<file path="config.mk">
export PLATFORM = sky130hd
export DESIGN_NAME = cmr_regs
export DESIGN_NICKNAME = d
export VERILOG_FILES = /design/src/cmr_pkg.sv /design/src/cmr_sync3.sv /design/src/cmr_regs.sv
export SDC_FILE = /design/constraint.sdc
export NUM_CORES = 1
export LEC_CHECK = 0
export BUFFER_PORTS_ARGS = -buffer_cell sky130_fd_sc_hd__buf_2
export CAP_MARGIN = 20
export CORE_ASPECT_RATIO = 1.1
export CORE_MARGIN = 2
export CORE_UTILIZATION = 58
export CTS_CLUSTER_DIAMETER = 80
export DETAILED_ROUTE_END_ITERATION = 16
export GPL_TIMING_DRIVEN = 0
export PLACE_DENSITY = 0.88
export SLEW_MARGIN = 20
export SYNTH_ARGS = -nofsm -noshare
export SYNTH_HDL_FRONTEND = slang
export SYNTH_SLANG_ARGS = --single-unit
export TNS_END_PERCENT = 10
</file>
<file path="constraint.sdc">
create_clock -name clock -period 4.65 [get_ports clock]
set_input_delay 0.93 -clock clock [delete_from_list [all_inputs] [get_ports clock]]
set_output_delay 0.93 -clock clock [all_outputs]
set_load 0.1 [all_outputs]
</file>
<file path="src/cmr_pkg.sv">
// Functional notes
// - mode0 bit7: init queue on entering slave or polling run
// - mode0 bit6 enables clock output, reset on
// - mode0 bit5: sync timeout returns to polling
// - mode0 bit4: lock queue at message end
// - slave mode: bit3 picks config A/B
// - polling mode: bit2 enables A-then-B use
// - slave/sleep: bit1 sleep or slave run
// - mode0 bit0: slave/sleep or self polling
// - mode1 bit6: hold config state in slave run
// - mode1 bit5: irq polarity low or high
// - mode1 bit4 enables crystal trimming
// - mode1 bit3: init queue at frame start
// - mode1 bit2: clock or data on pin
// - mode1 bit1: irq or strobe on pin
// - mode1 bit0: run or data on pin
// - flags bits 7..4 hold config B events
// - flags bits 3..0 hold config A events
// - reset sets all flag bits to one
// - mask bit 1 keeps flag from irq
package cmr_pkg;
   localparam logic [7:0] CMR_TRACE_ADDR_OFS = 8'h00;
   localparam logic [7:0] CMR_TRACE_DATA_OFS = 8'h01;
   localparam logic [7:0] CMR_MODE0_OFS = 8'h02;
   localparam logic [7:0] CMR_MODE1_OFS = 8'h03;
   localparam logic [7:0] CMR_FLAGS_OFS = 8'h04;
   localparam logic [7:0] CMR_MASK_OFS = 8'h05;
   localparam logic [7:0] CMR_MODE0_RST = 8'h40;
   localparam logic [7:0] CMR_MODE1_RST = 8'h00;
   localparam logic [7:0] CMR_FLAGS_RST = 8'hff;
   localparam logic [7:0] CMR_MASK_RST = 8'h00;
   localparam logic [7:0] CMR_TRACE_RST = 8'h00;
   // mode0 fields
   localparam int CMR_B_CYC_INIT = 7;
   localparam int CMR_B_CLK_ON = 6;
   localparam int CMR_B_TO_ON = 5;
   localparam int CMR_B_LOCK = 4;
   localparam int CMR_B_SLV_CFG = 3;
   localparam int CMR_B_DUAL = 2;
   localparam int CMR_B_SLV_RX = 1;
   localparam int CMR_B_OPMODE = 0;
   // mode1 fields
   localparam int CMR_B_HOLD = 6;
   localparam int CMR_B_IRQ_POL = 5;
   localparam int CMR_B_XTAL = 4;
   localparam int CMR_B_FS_INIT = 3;
   localparam int CMR_B_CLK_PIN = 2;
   localparam int CMR_B_IRQ_PIN = 1;
   localparam int CMR_B_RUN_PIN = 0;
   // flag fields (A low nibble, B high nibble)
   localparam int CMR_F_WAKE = 0;
   localparam int CMR_F_SYNC = 1;
   localparam int CMR_F_MID = 2;
   localparam int CMR_F_EOM = 3;
   localparam int CMR_F_CFG_B = 4;
   // sync timeout in microseconds and cycles at 100 MHz
   localparam int CMR_CLK_MHZ = 100;
   localparam int CMR_SYNC_TO_US = 100;
   localparam int CMR_SYNC_TO_CYC = CMR_SYNC_TO_US * CMR_CLK_MHZ;
   typedef enum logic [1:0] {
      CMR_SLEEP = 2'b00,
      CMR_SLAVE_RUN = 2'b01,
      CMR_POLL = 2'b10,
      CMR_POLL_RUN = 2'b11
   } cmr_state_t;
endpackage

</file>
<file path="src/cmr_sync3.sv">
// three-stage synchroniser for a vector of pin inputs; change counts once stages 2 and 3 agree
module cmr_sync3 #(
   parameter int W = 8
) (
   // clock and reset
   input wire logic clock,
   input wire logic rst_n,
   // pins in and clean out
   input wire logic [W-1:0] din,
   output logic [W-1:0] dout
);
   logic [W-1:0] s1_reg;
   logic [W-1:0] s2_reg;
   logic [W-1:0] s3_reg;
   genvar i;
   // per-bit chain and agreement filter
   generate
      for (i = 0; i < W; i++) begin : g_bit
         always_ff @(posedge clock) begin
            if (!rst_n) begin
               s1_reg[i] <= 1'b0;
               s2_reg[i] <= 1'b0;
               s3_reg[i] <= 1'b0;
               dout[i] <= 1'b0;
            end else begin
               s1_reg[i] <= din[i];
               s2_reg[i] <= s1_reg[i];
               s3_reg[i] <= s2_reg[i];
               if (s2_reg[i] == s3_reg[i]) begin
                  dout[i] <= s3_reg[i];
               end
            end
         end
      end
   endgenerate
endmodule

</file>
<file path="src/cmr_regs.sv">
// mode and interrupt status register bank with APB slave
//
// Implementation choice: the APB register port.
module cmr_regs
   import cmr_pkg::*;
(
   // clock and reset
   input wire logic clock,
   input wire logic rst_n,
   // apb slave
   input wire logic psel,
   input wire logic penable,
   input wire logic pwrite,
   input wire logic [7:0] paddr,
   input wire logic [31:0] pwdata,
   output logic [31:0] prdata,
   output logic pready,
   output logic pslverr,
   // receiver event pulses, same clock: [7:4] config B, [3:0] config A
   input wire logic [7:0] event_in,
   // receiver status from pins
   input wire logic cycle_start,
   input wire logic frame_start,
   input wire logic sync_found,
   input wire logic rx_data,
   input wire logic rx_strobe,
   input wire logic clk_src,
   // serial interface traffic, same clock
   input wire logic ser_addr_valid,
   input wire logic [7:0] ser_addr,
   input wire logic ser_data_valid,
   input wire logic [7:0] ser_data,
   // receiver control
   output logic queue_init,
   output logic queue_lock_en,
   output logic use_cfg_b,
   output logic rx_running,
   output logic cfg_hold,
   output logic crystal_trim_on,
   output logic [1:0] rx_state,
   // shared pins
   output logic clock_data_pin,
   output logic irq_strobe_pin,
   output logic run_data_pin
);
   logic [7:0] chip_mode_control_0_reg;
   logic [7:0] chip_mode_control_1_reg;
   logic [7:0] interrupt_flags_reg;
   logic [7:0] irq_mask_reg;
   logic [7:0] serial_address_trace_reg;
   logic [7:0] serial_data_trace_reg;
   logic [31:0] prdata_reg;
   logic clock_data_reg;
   logic irq_strobe_reg;
   logic run_data_reg;
   logic queue_init_reg;
   logic cfg_b_phase_reg;
   logic [31:0] to_cnt_reg;
   cmr_state_t state_reg;
   cmr_state_t state_next;
   logic [5:0] pins_raw;
   logic [5:0] pins_s;
   logic cyc_s;
   logic frm_s;
   logic sync_s;
   logic rxd_s;
   logic stb_s;
   logic clk_s;
   logic wr_en;
   logic rd_en;
   logic irq_active;
   logic irq_level;
   logic timeout_hit;
   logic cyc_prev_reg;
   logic frm_prev_reg;

   function automatic logic addr_hit(input logic [7:0] a, input logic [7:0] ofs);
      addr_hit = (a[7:2] == ofs[5:0]) && (a[1:0] == 2'b00);
   endfunction

   function automatic logic known_addr(input logic [7:0] a);
      known_addr = addr_hit(a, CMR_TRACE_ADDR_OFS) || addr_hit(a, CMR_TRACE_DATA_OFS) ||
                   addr_hit(a, CMR_MODE0_OFS) || addr_hit(a, CMR_MODE1_OFS) ||
                   addr_hit(a, CMR_FLAGS_OFS) || addr_hit(a, CMR_MASK_OFS);
   endfunction

   // pin inputs from outside the clock domain
   assign pins_raw = {clk_src, rx_strobe, rx_data, sync_found, frame_start, cycle_start};
   cmr_sync3 #(.W(6)) u_sync (
      .clock(clock),
      .rst_n(rst_n),
      .din(pins_raw),
      .dout(pins_s)
   );
   assign cyc_s = pins_s[0];
   assign frm_s = pins_s[1];
   assign sync_s = pins_s[2];
   assign rxd_s = pins_s[3];
   assign stb_s = pins_s[4];
   assign clk_s = pins_s[5];

   // apb strobes: zero-wait, error on unmapped word
   assign wr_en = psel && penable && pwrite && known_addr(paddr);
   assign rd_en = psel && penable && !pwrite && known_addr(paddr);
   assign pready = psel && penable;
   assign pslverr = psel && penable && !known_addr(paddr);
   assign prdata = prdata_reg;

   // mode and mask registers
   always_ff @(posedge clock) begin
      if (!rst_n) begin
         chip_mode_control_0_reg <= CMR_MODE0_RST;
         chip_mode_control_1_reg <= CMR_MODE1_RST;
         irq_mask_reg <= CMR_MASK_RST;
      end else if (wr_en) begin
         if (addr_hit(paddr, CMR_MODE0_OFS)) begin
            chip_mode_control_0_reg <= pwdata[7:0];
         end
         if (addr_hit(paddr, CMR_MODE1_OFS)) begin
            chip_mode_control_1_reg <= pwdata[7:0];
         end
         if (addr_hit(paddr, CMR_MASK_OFS)) begin
            irq_mask_reg <= pwdata[7:0];
         end
      end
   end

   // interrupt flags: reset to ones, cleared by read, event wins over clear
   always_ff @(posedge clock) begin
      if (!rst_n) begin
         interrupt_flags_reg <= CMR_FLAGS_RST;
      end else if (rd_en && addr_hit(paddr, CMR_FLAGS_OFS)) begin
         interrupt_flags_reg <= event_in;
      end else begin
         interrupt_flags_reg <= interrupt_flags_reg | event_in;
      end
   end

   // serial traffic tracers
   always_ff @(posedge clock) begin
      if (!rst_n) begin
         serial_address_trace_reg <= CMR_TRACE_RST;
         serial_data_trace_reg <= CMR_TRACE_RST;
      end else begin
         if (ser_addr_valid) begin
            serial_address_trace_reg <= ser_addr;
         end
         if (ser_data_valid) begin
            serial_data_trace_reg <= ser_data;
         end
      end
   end

   // read data register
   always_ff @(posedge clock) begin
      if (!rst_n) begin
         prdata_reg <= 32'h0000_0000;
      end else if (psel && !penable && !pwrite) begin
         prdata_reg <= 32'h0000_0000;
         if (addr_hit(paddr, CMR_TRACE_ADDR_OFS)) begin
            prdata_reg <= {24'h00_0000, serial_address_trace_reg};
         end
         if (addr_hit(paddr, CMR_TRACE_DATA_OFS)) begin
            prdata_reg <= {24'h00_0000, serial_data_trace_reg};
         end
         if (addr_hit(paddr, CMR_FLAGS_OFS)) begin
            prdata_reg <= {24'h00_0000, interrupt_flags_reg | event_in};
         end
      end
   end

   // operating mode state
   always_comb begin
      state_next = state_reg;
      case (state_reg)
         CMR_SLEEP, CMR_SLAVE_RUN: begin
            if (chip_mode_control_0_reg[CMR_B_OPMODE]) begin
               state_next = CMR_POLL;
            end else if (chip_mode_control_0_reg[CMR_B_SLV_RX]) begin
               state_next = CMR_SLAVE_RUN;
            end else begin
               state_next = CMR_SLEEP;
            end
         end
         CMR_POLL: begin
            if (!chip_mode_control_0_reg[CMR_B_OPMODE]) begin
               state_next = CMR_SLEEP;
            end else if (interrupt_flags_reg[CMR_F_WAKE] == 1'b0 &&
                         (event_in[CMR_F_WAKE] || event_in[CMR_F_CFG_B + CMR_F_WAKE])) begin
               state_next = CMR_POLL_RUN;
            end else if (event_in[CMR_F_WAKE] || event_in[CMR_F_CFG_B + CMR_F_WAKE]) begin
               state_next = CMR_POLL_RUN;
            end
         end
         CMR_POLL_RUN: begin
            if (!chip_mode_control_0_reg[CMR_B_OPMODE]) begin
               state_next = CMR_SLEEP;
            end else if (timeout_hit) begin
               state_next = CMR_POLL;
            end
         end
         default: begin
            state_next = CMR_SLEEP;
         end
      endcase
   end

   always_ff @(posedge clock) begin
      if (!rst_n) begin
         state_reg <= CMR_SLEEP;
      end else begin
         state_reg <= state_next;
      end
   end

   // sync timeout counter in polling-initiated run
   assign timeout_hit = chip_mode_control_0_reg[CMR_B_TO_ON] &&
                        (to_cnt_reg >= 32'(CMR_SYNC_TO_CYC - 1));
   always_ff @(posedge clock) begin
      if (!rst_n) begin
         to_cnt_reg <= 32'h0000_0000;
      end else if (state_reg != CMR_POLL_RUN || sync_s) begin
         to_cnt_reg <= 32'h0000_0000;
      end else if (!timeout_hit) begin
         to_cnt_reg <= to_cnt_reg + 32'h0000_0001;
      end
   end

   // dual configuration phase: A first, then toggled at each synced cycle start while polling
   always_ff @(posedge clock) begin
      if (!rst_n) begin
         cfg_b_phase_reg <= 1'b0;
      end else if (state_reg != CMR_POLL && state_reg != CMR_POLL_RUN) begin
         cfg_b_phase_reg <= 1'b0;
      end else if (chip_mode_control_0_reg[CMR_B_DUAL] && cyc_s && !cyc_prev_reg) begin
         cfg_b_phase_reg <= ~cfg_b_phase_reg;
      end
   end

   // previous synced start levels, so a long start pulse acts once
   always_ff @(posedge clock) begin
      if (!rst_n) begin
         cyc_prev_reg <= 1'b0;
         frm_prev_reg <= 1'b0;
      end else begin
         cyc_prev_reg <= cyc_s;
         frm_prev_reg <= frm_s;
      end
   end

   // queue initialisation pulse
   always_ff @(posedge clock) begin
      if (!rst_n) begin
         queue_init_reg <= 1'b0;
      end else begin
         queue_init_reg <=
            (chip_mode_control_0_reg[CMR_B_CYC_INIT] &&
             ((state_reg == CMR_SLEEP && state_next == CMR_SLAVE_RUN) ||
              (state_reg == CMR_POLL && state_next == CMR_POLL_RUN))) ||
            (chip_mode_control_1_reg[CMR_B_FS_INIT] && frm_s && !frm_prev_reg);
      end
   end

   // receiver controls
   assign queue_init = queue_init_reg;
   assign queue_lock_en = chip_mode_control_0_reg[CMR_B_LOCK];
   assign use_cfg_b = (state_reg == CMR_SLAVE_RUN || state_reg == CMR_SLEEP) ?
                      chip_mode_control_0_reg[CMR_B_SLV_CFG] :
                      (chip_mode_control_0_reg[CMR_B_DUAL] && cfg_b_phase_reg);
   assign rx_running = (state_reg == CMR_SLAVE_RUN) || (state_reg == CMR_POLL_RUN);
   assign cfg_hold = (state_reg == CMR_SLAVE_RUN) &&
                     chip_mode_control_1_reg[CMR_B_HOLD];
   assign crystal_trim_on = chip_mode_control_1_reg[CMR_B_XTAL];
   assign rx_state = state_reg;

   // interrupt level from unmasked flags
   assign irq_active = |(interrupt_flags_reg & ~irq_mask_reg);
   assign irq_level = chip_mode_control_1_reg[CMR_B_IRQ_POL] ? irq_active : ~irq_active;

   // shared output pins, registered
   always_ff @(posedge clock) begin
      if (!rst_n) begin
         clock_data_reg <= 1'b0;
         irq_strobe_reg <= 1'b1;
         run_data_reg <= 1'b0;
      end else begin
         clock_data_reg <= chip_mode_control_1_reg[CMR_B_CLK_PIN] ? rxd_s :
                           (clk_s && chip_mode_control_0_reg[CMR_B_CLK_ON]);
         irq_strobe_reg <= chip_mode_control_1_reg[CMR_B_IRQ_PIN] ? stb_s : irq_level;
         run_data_reg <= chip_mode_control_1_reg[CMR_B_RUN_PIN] ? rxd_s : rx_running;
      end
   end
   assign clock_data_pin = clock_data_reg;
   assign irq_strobe_pin = irq_strobe_reg;
   assign run_data_pin = run_data_reg;
endmodule

</file>
==> impl_metrics.tcl <==
set metrics [dict create \
    max_freq_mhz 334 \
    p_sw_mw 0.685 \
    syn_area_per_cell_um2 9.42 \
    path_max_fanout 3 \
    pin_count 122 \
    synth_top_family_by_area "simple AND/OR/NAND/NOR gates" \
    clock_sinks 120 \
    leakagePower_nw 2.67 \
    synthDistinctLibCells 54 \
    fin_worst_skew_ps 7.58 \
    relSlewSlack_pct 48.2 \
    die_h_um 104 \
    r2r_start "to_cnt_reg[0]" \
    gp_congestion 0.871 \
    synthMuxAreaShare_pct 9.70 \
    n_fill_cell 623 \
    cts_tree "yes" \
    hold_buffers 0 \
    wl_um 13000 \
    wl_per_cell_um 16.2 \
    holdPathStages 1 \
    timing_hold_violations_final 0 \
    clk_latency_ps 510 \
    status "complete, no violations" \
    worst_ir_drop_vdd_uv 298 \
    tightest_slew_ps 771 \
    numPortBuffers 71 \
    yosysSeqAreaShare_pct 45.6 \
    synthFlopType "dfxtp_1" \
    h-tree-depth 4 \
    wl_met2_um 6890 \
    reg2reg_depth 9 \
    synth_area_leaders "dfxtp_1 46%, mux2i_1 8.0%, nor2b_1 4.8%" \
    vias 4525 \
    finalInstanceArea_mm2 0.00645 \
    synth-xor-area-share_pct 2.00 \
    dieArea_mm2 0.00985 \
    powerDensity_mw_per_mm2 403 \
    coreArea_mm2 0.00883 \
    clk_path_buf_depth 2 \
    grt-ovfl-total 0 \
    drt_iter0_drc 263 \
    first_pass_iters 5 \
    cts_inserted_buffers 17 \
    synth_fa_ha_area_share_pct 0.238 \
    grt_use_total_pct 27.3 \
    netlist_area_mm2 0.00526 \
    startpoint "paddr[0]" \
    swShare_pct 26.4 \
    clkPwrFrac_pct 50.7 \
    min_path_type "reg -> reg" \
    grt_pass1_wl_um 21200 \
    end_kind "output pin" \
    syn_inst 559 \
    cts.clk_slew.worst_paths_ps 60 \
    synth_compound_area_share_pct 10.6 \
    fin_crit_sh_pct 64.4 \
    start_util_pct 59.6 \
    route.detailed.drc 0 \
    arrival_ps 2070 \
    nets 750 \
    drive_above_1_share_pct 24.1 \
    placed_area_mm2 0.00585 \
    r2r_slack_ps 2390 \
    combPwrFrac_pct 8.7 \
    maxSlewViolCount 0 \
    yosysMostFrequentCell "dfxtp_1" \
    p_int_mw 1.92 \
    wl_met3_um 790 \
    dpl.hpwl_um 8580 \
    grt_pass1_vias 4657 \
    route.layer.met1.wl_um 4920 \
    grt_max_degree 17 \
    critical_path_class "in -> out" \
    synth_top_area_share_pct 45.6 \
    ys_warn_count 0 \
    utilization_pct 73.0 \
    crit_required_ps 3720 \
    p_seq_share_pct 40.6 \
    synthTopCellsByCount "120 x dfxtp_1, 43 x o21ai_0, 42 x mux2i_1, 42 x nand2_1, 40 x nor2b_1" \
    tns_ps 0 \
    synth-edff-count 0 \
    die_w_um 94.8 \
    yosysTopAreaCell "dfxtp_1" \
    cts-root-buf "clkbuf_8" \
    cap_violations 0 \
    ant_nets 0 \
    top_layer "met4" \
    ctsResizeCount 0 \
    row_count 36 \
    async_reset_ff_share_pct 0 \
    start_kind "input port" \
    setup_viol 0 \
    synthSimpleGateAreaFrac_pct 25.1 \
    min_period_ps 3000 \
    antenna_found_initial 0 \
    postCtsSetupBuffers 0 \
    post_drt_via_cell_ratio 5.66 \
    antennaDiodeCount 0 \
    grt_setup_unrepaired "no" \
    area_growth_pct 22.5 \
    largest_reg_flops 32 \
    synth-seq-cells 120 \
    hp-start "u_sync.s1_reg[0]" \
]
stage by stage:
step / worst slack [ps] / hold WS [ps] / std cells / power, mW
final: 1650 / 437 / 799 / 2.60
after global routing: 1620 / 450 / 799 / 2.66
after CTS: 1650 / 438 / 799 / 2.60
after detailed placement: 1650 / 423 / 767 / 1.30
after global placement: 1650 / 416 / 767 / 1.30
after floorplan: 451 / 412 / 582 / 1.25
layout by cell type (no fill, tap or decap), types with 3 or more instances in the layout:
master	Yosys	routed
nor3_1	4	4
a31oi_1	8	8
nand4_1	13	13
or2_2	3	3
o211ai_1	3	3
clkbuf_1	18	18
inv_6	0	5
conb_1	1	24
dfxtp_1	120	120
xor2_1	9	9
inv_1	14	14
nor2b_1	40	40
nand3b_1	9	9
xnor2_1	3	3
mux2_2	8	8
o21ai_0	43	43
o22ai_1	4	4
or4_1	5	5
nand3_1	8	8
clkbuf_8	0	3
a21oi_1	21	21
o31ai_1	4	4
nor4_2	5	5
a21boi_0	7	6
mux2i_1	42	42
clkbuf_16	0	16
and3_1	3	3
nand2_1	42	42
or3_1	17	17
and2_1	25	25
buf_4	25	25
nand3_2	3	3
nor3b_1	3	3
nor2_1	19	19
buf_2	4	75
critical path: stages:
cell and delay (ps):
buf_2 90, or4_4 540, nor2_1 140, a21boi_1 70, buf_2 290
area by class of cell:
| type | instances | area (um^2) | area share (%) |
|---|---|---|---|
| clock inverters | 13 | 159 | 2.46 |
| inverters | 14 | 52.6 | 0.815 |
| clock buffers | 19 | 442 | 6.85 |
| multi-input cells | 398 | 2590 | 40.2 |
| plain buffers | 50 | 303 | 4.70 |
| flip-flops and latches | 120 | 2400 | 37.3 |
| well taps | 114 | 143 | 2.21 |
| repair buffers | 71 | 355 | 5.51 |
power by group through the flow:
stage          Sequential [mW]  Combinational [mW]  Clock, mW
6_report                  1.06               0.227       1.32
4_1_cts                   1.06               0.225       1.32
5_1_grt                   1.06               0.237       1.36
2_1_floorplan             1.10               0.153          0
3_3_place_gp              1.08               0.220          0
3_5_place_dp              1.08               0.224          0
kinds of logic (layout without fill, tap and decap cells):
kind of cell / Yosys count / in the layout
fa+ha+maj: 1 / 1
buf+inv: 64 / 167
mux: 50 / 50
xor+xnor: 12 / 12
simple gates: 216 / 216
other cells: 1 / 24
flops: 120 / 120
compound gates: 95 / 95
worst paths after layout:
path | end
max | pslverr
min | u_sync.s2_reg[0]
max reg2reg | to_cnt_reg[1]
min reg2reg | u_sync.s2_reg[0]
layer usage:
| layer | vias to the layer above | global-route usage, % |
|---|---|---|
| li1 | 2135 | - |
| met1 | 2147 | 29.6 |
| met2 | 202 | 48.4 |
| met3 | 41 | 7.61 |
| met4 | 0 | 12.4 |
| met5 | - | 0 |
Power figures use the tool's default switching activity.
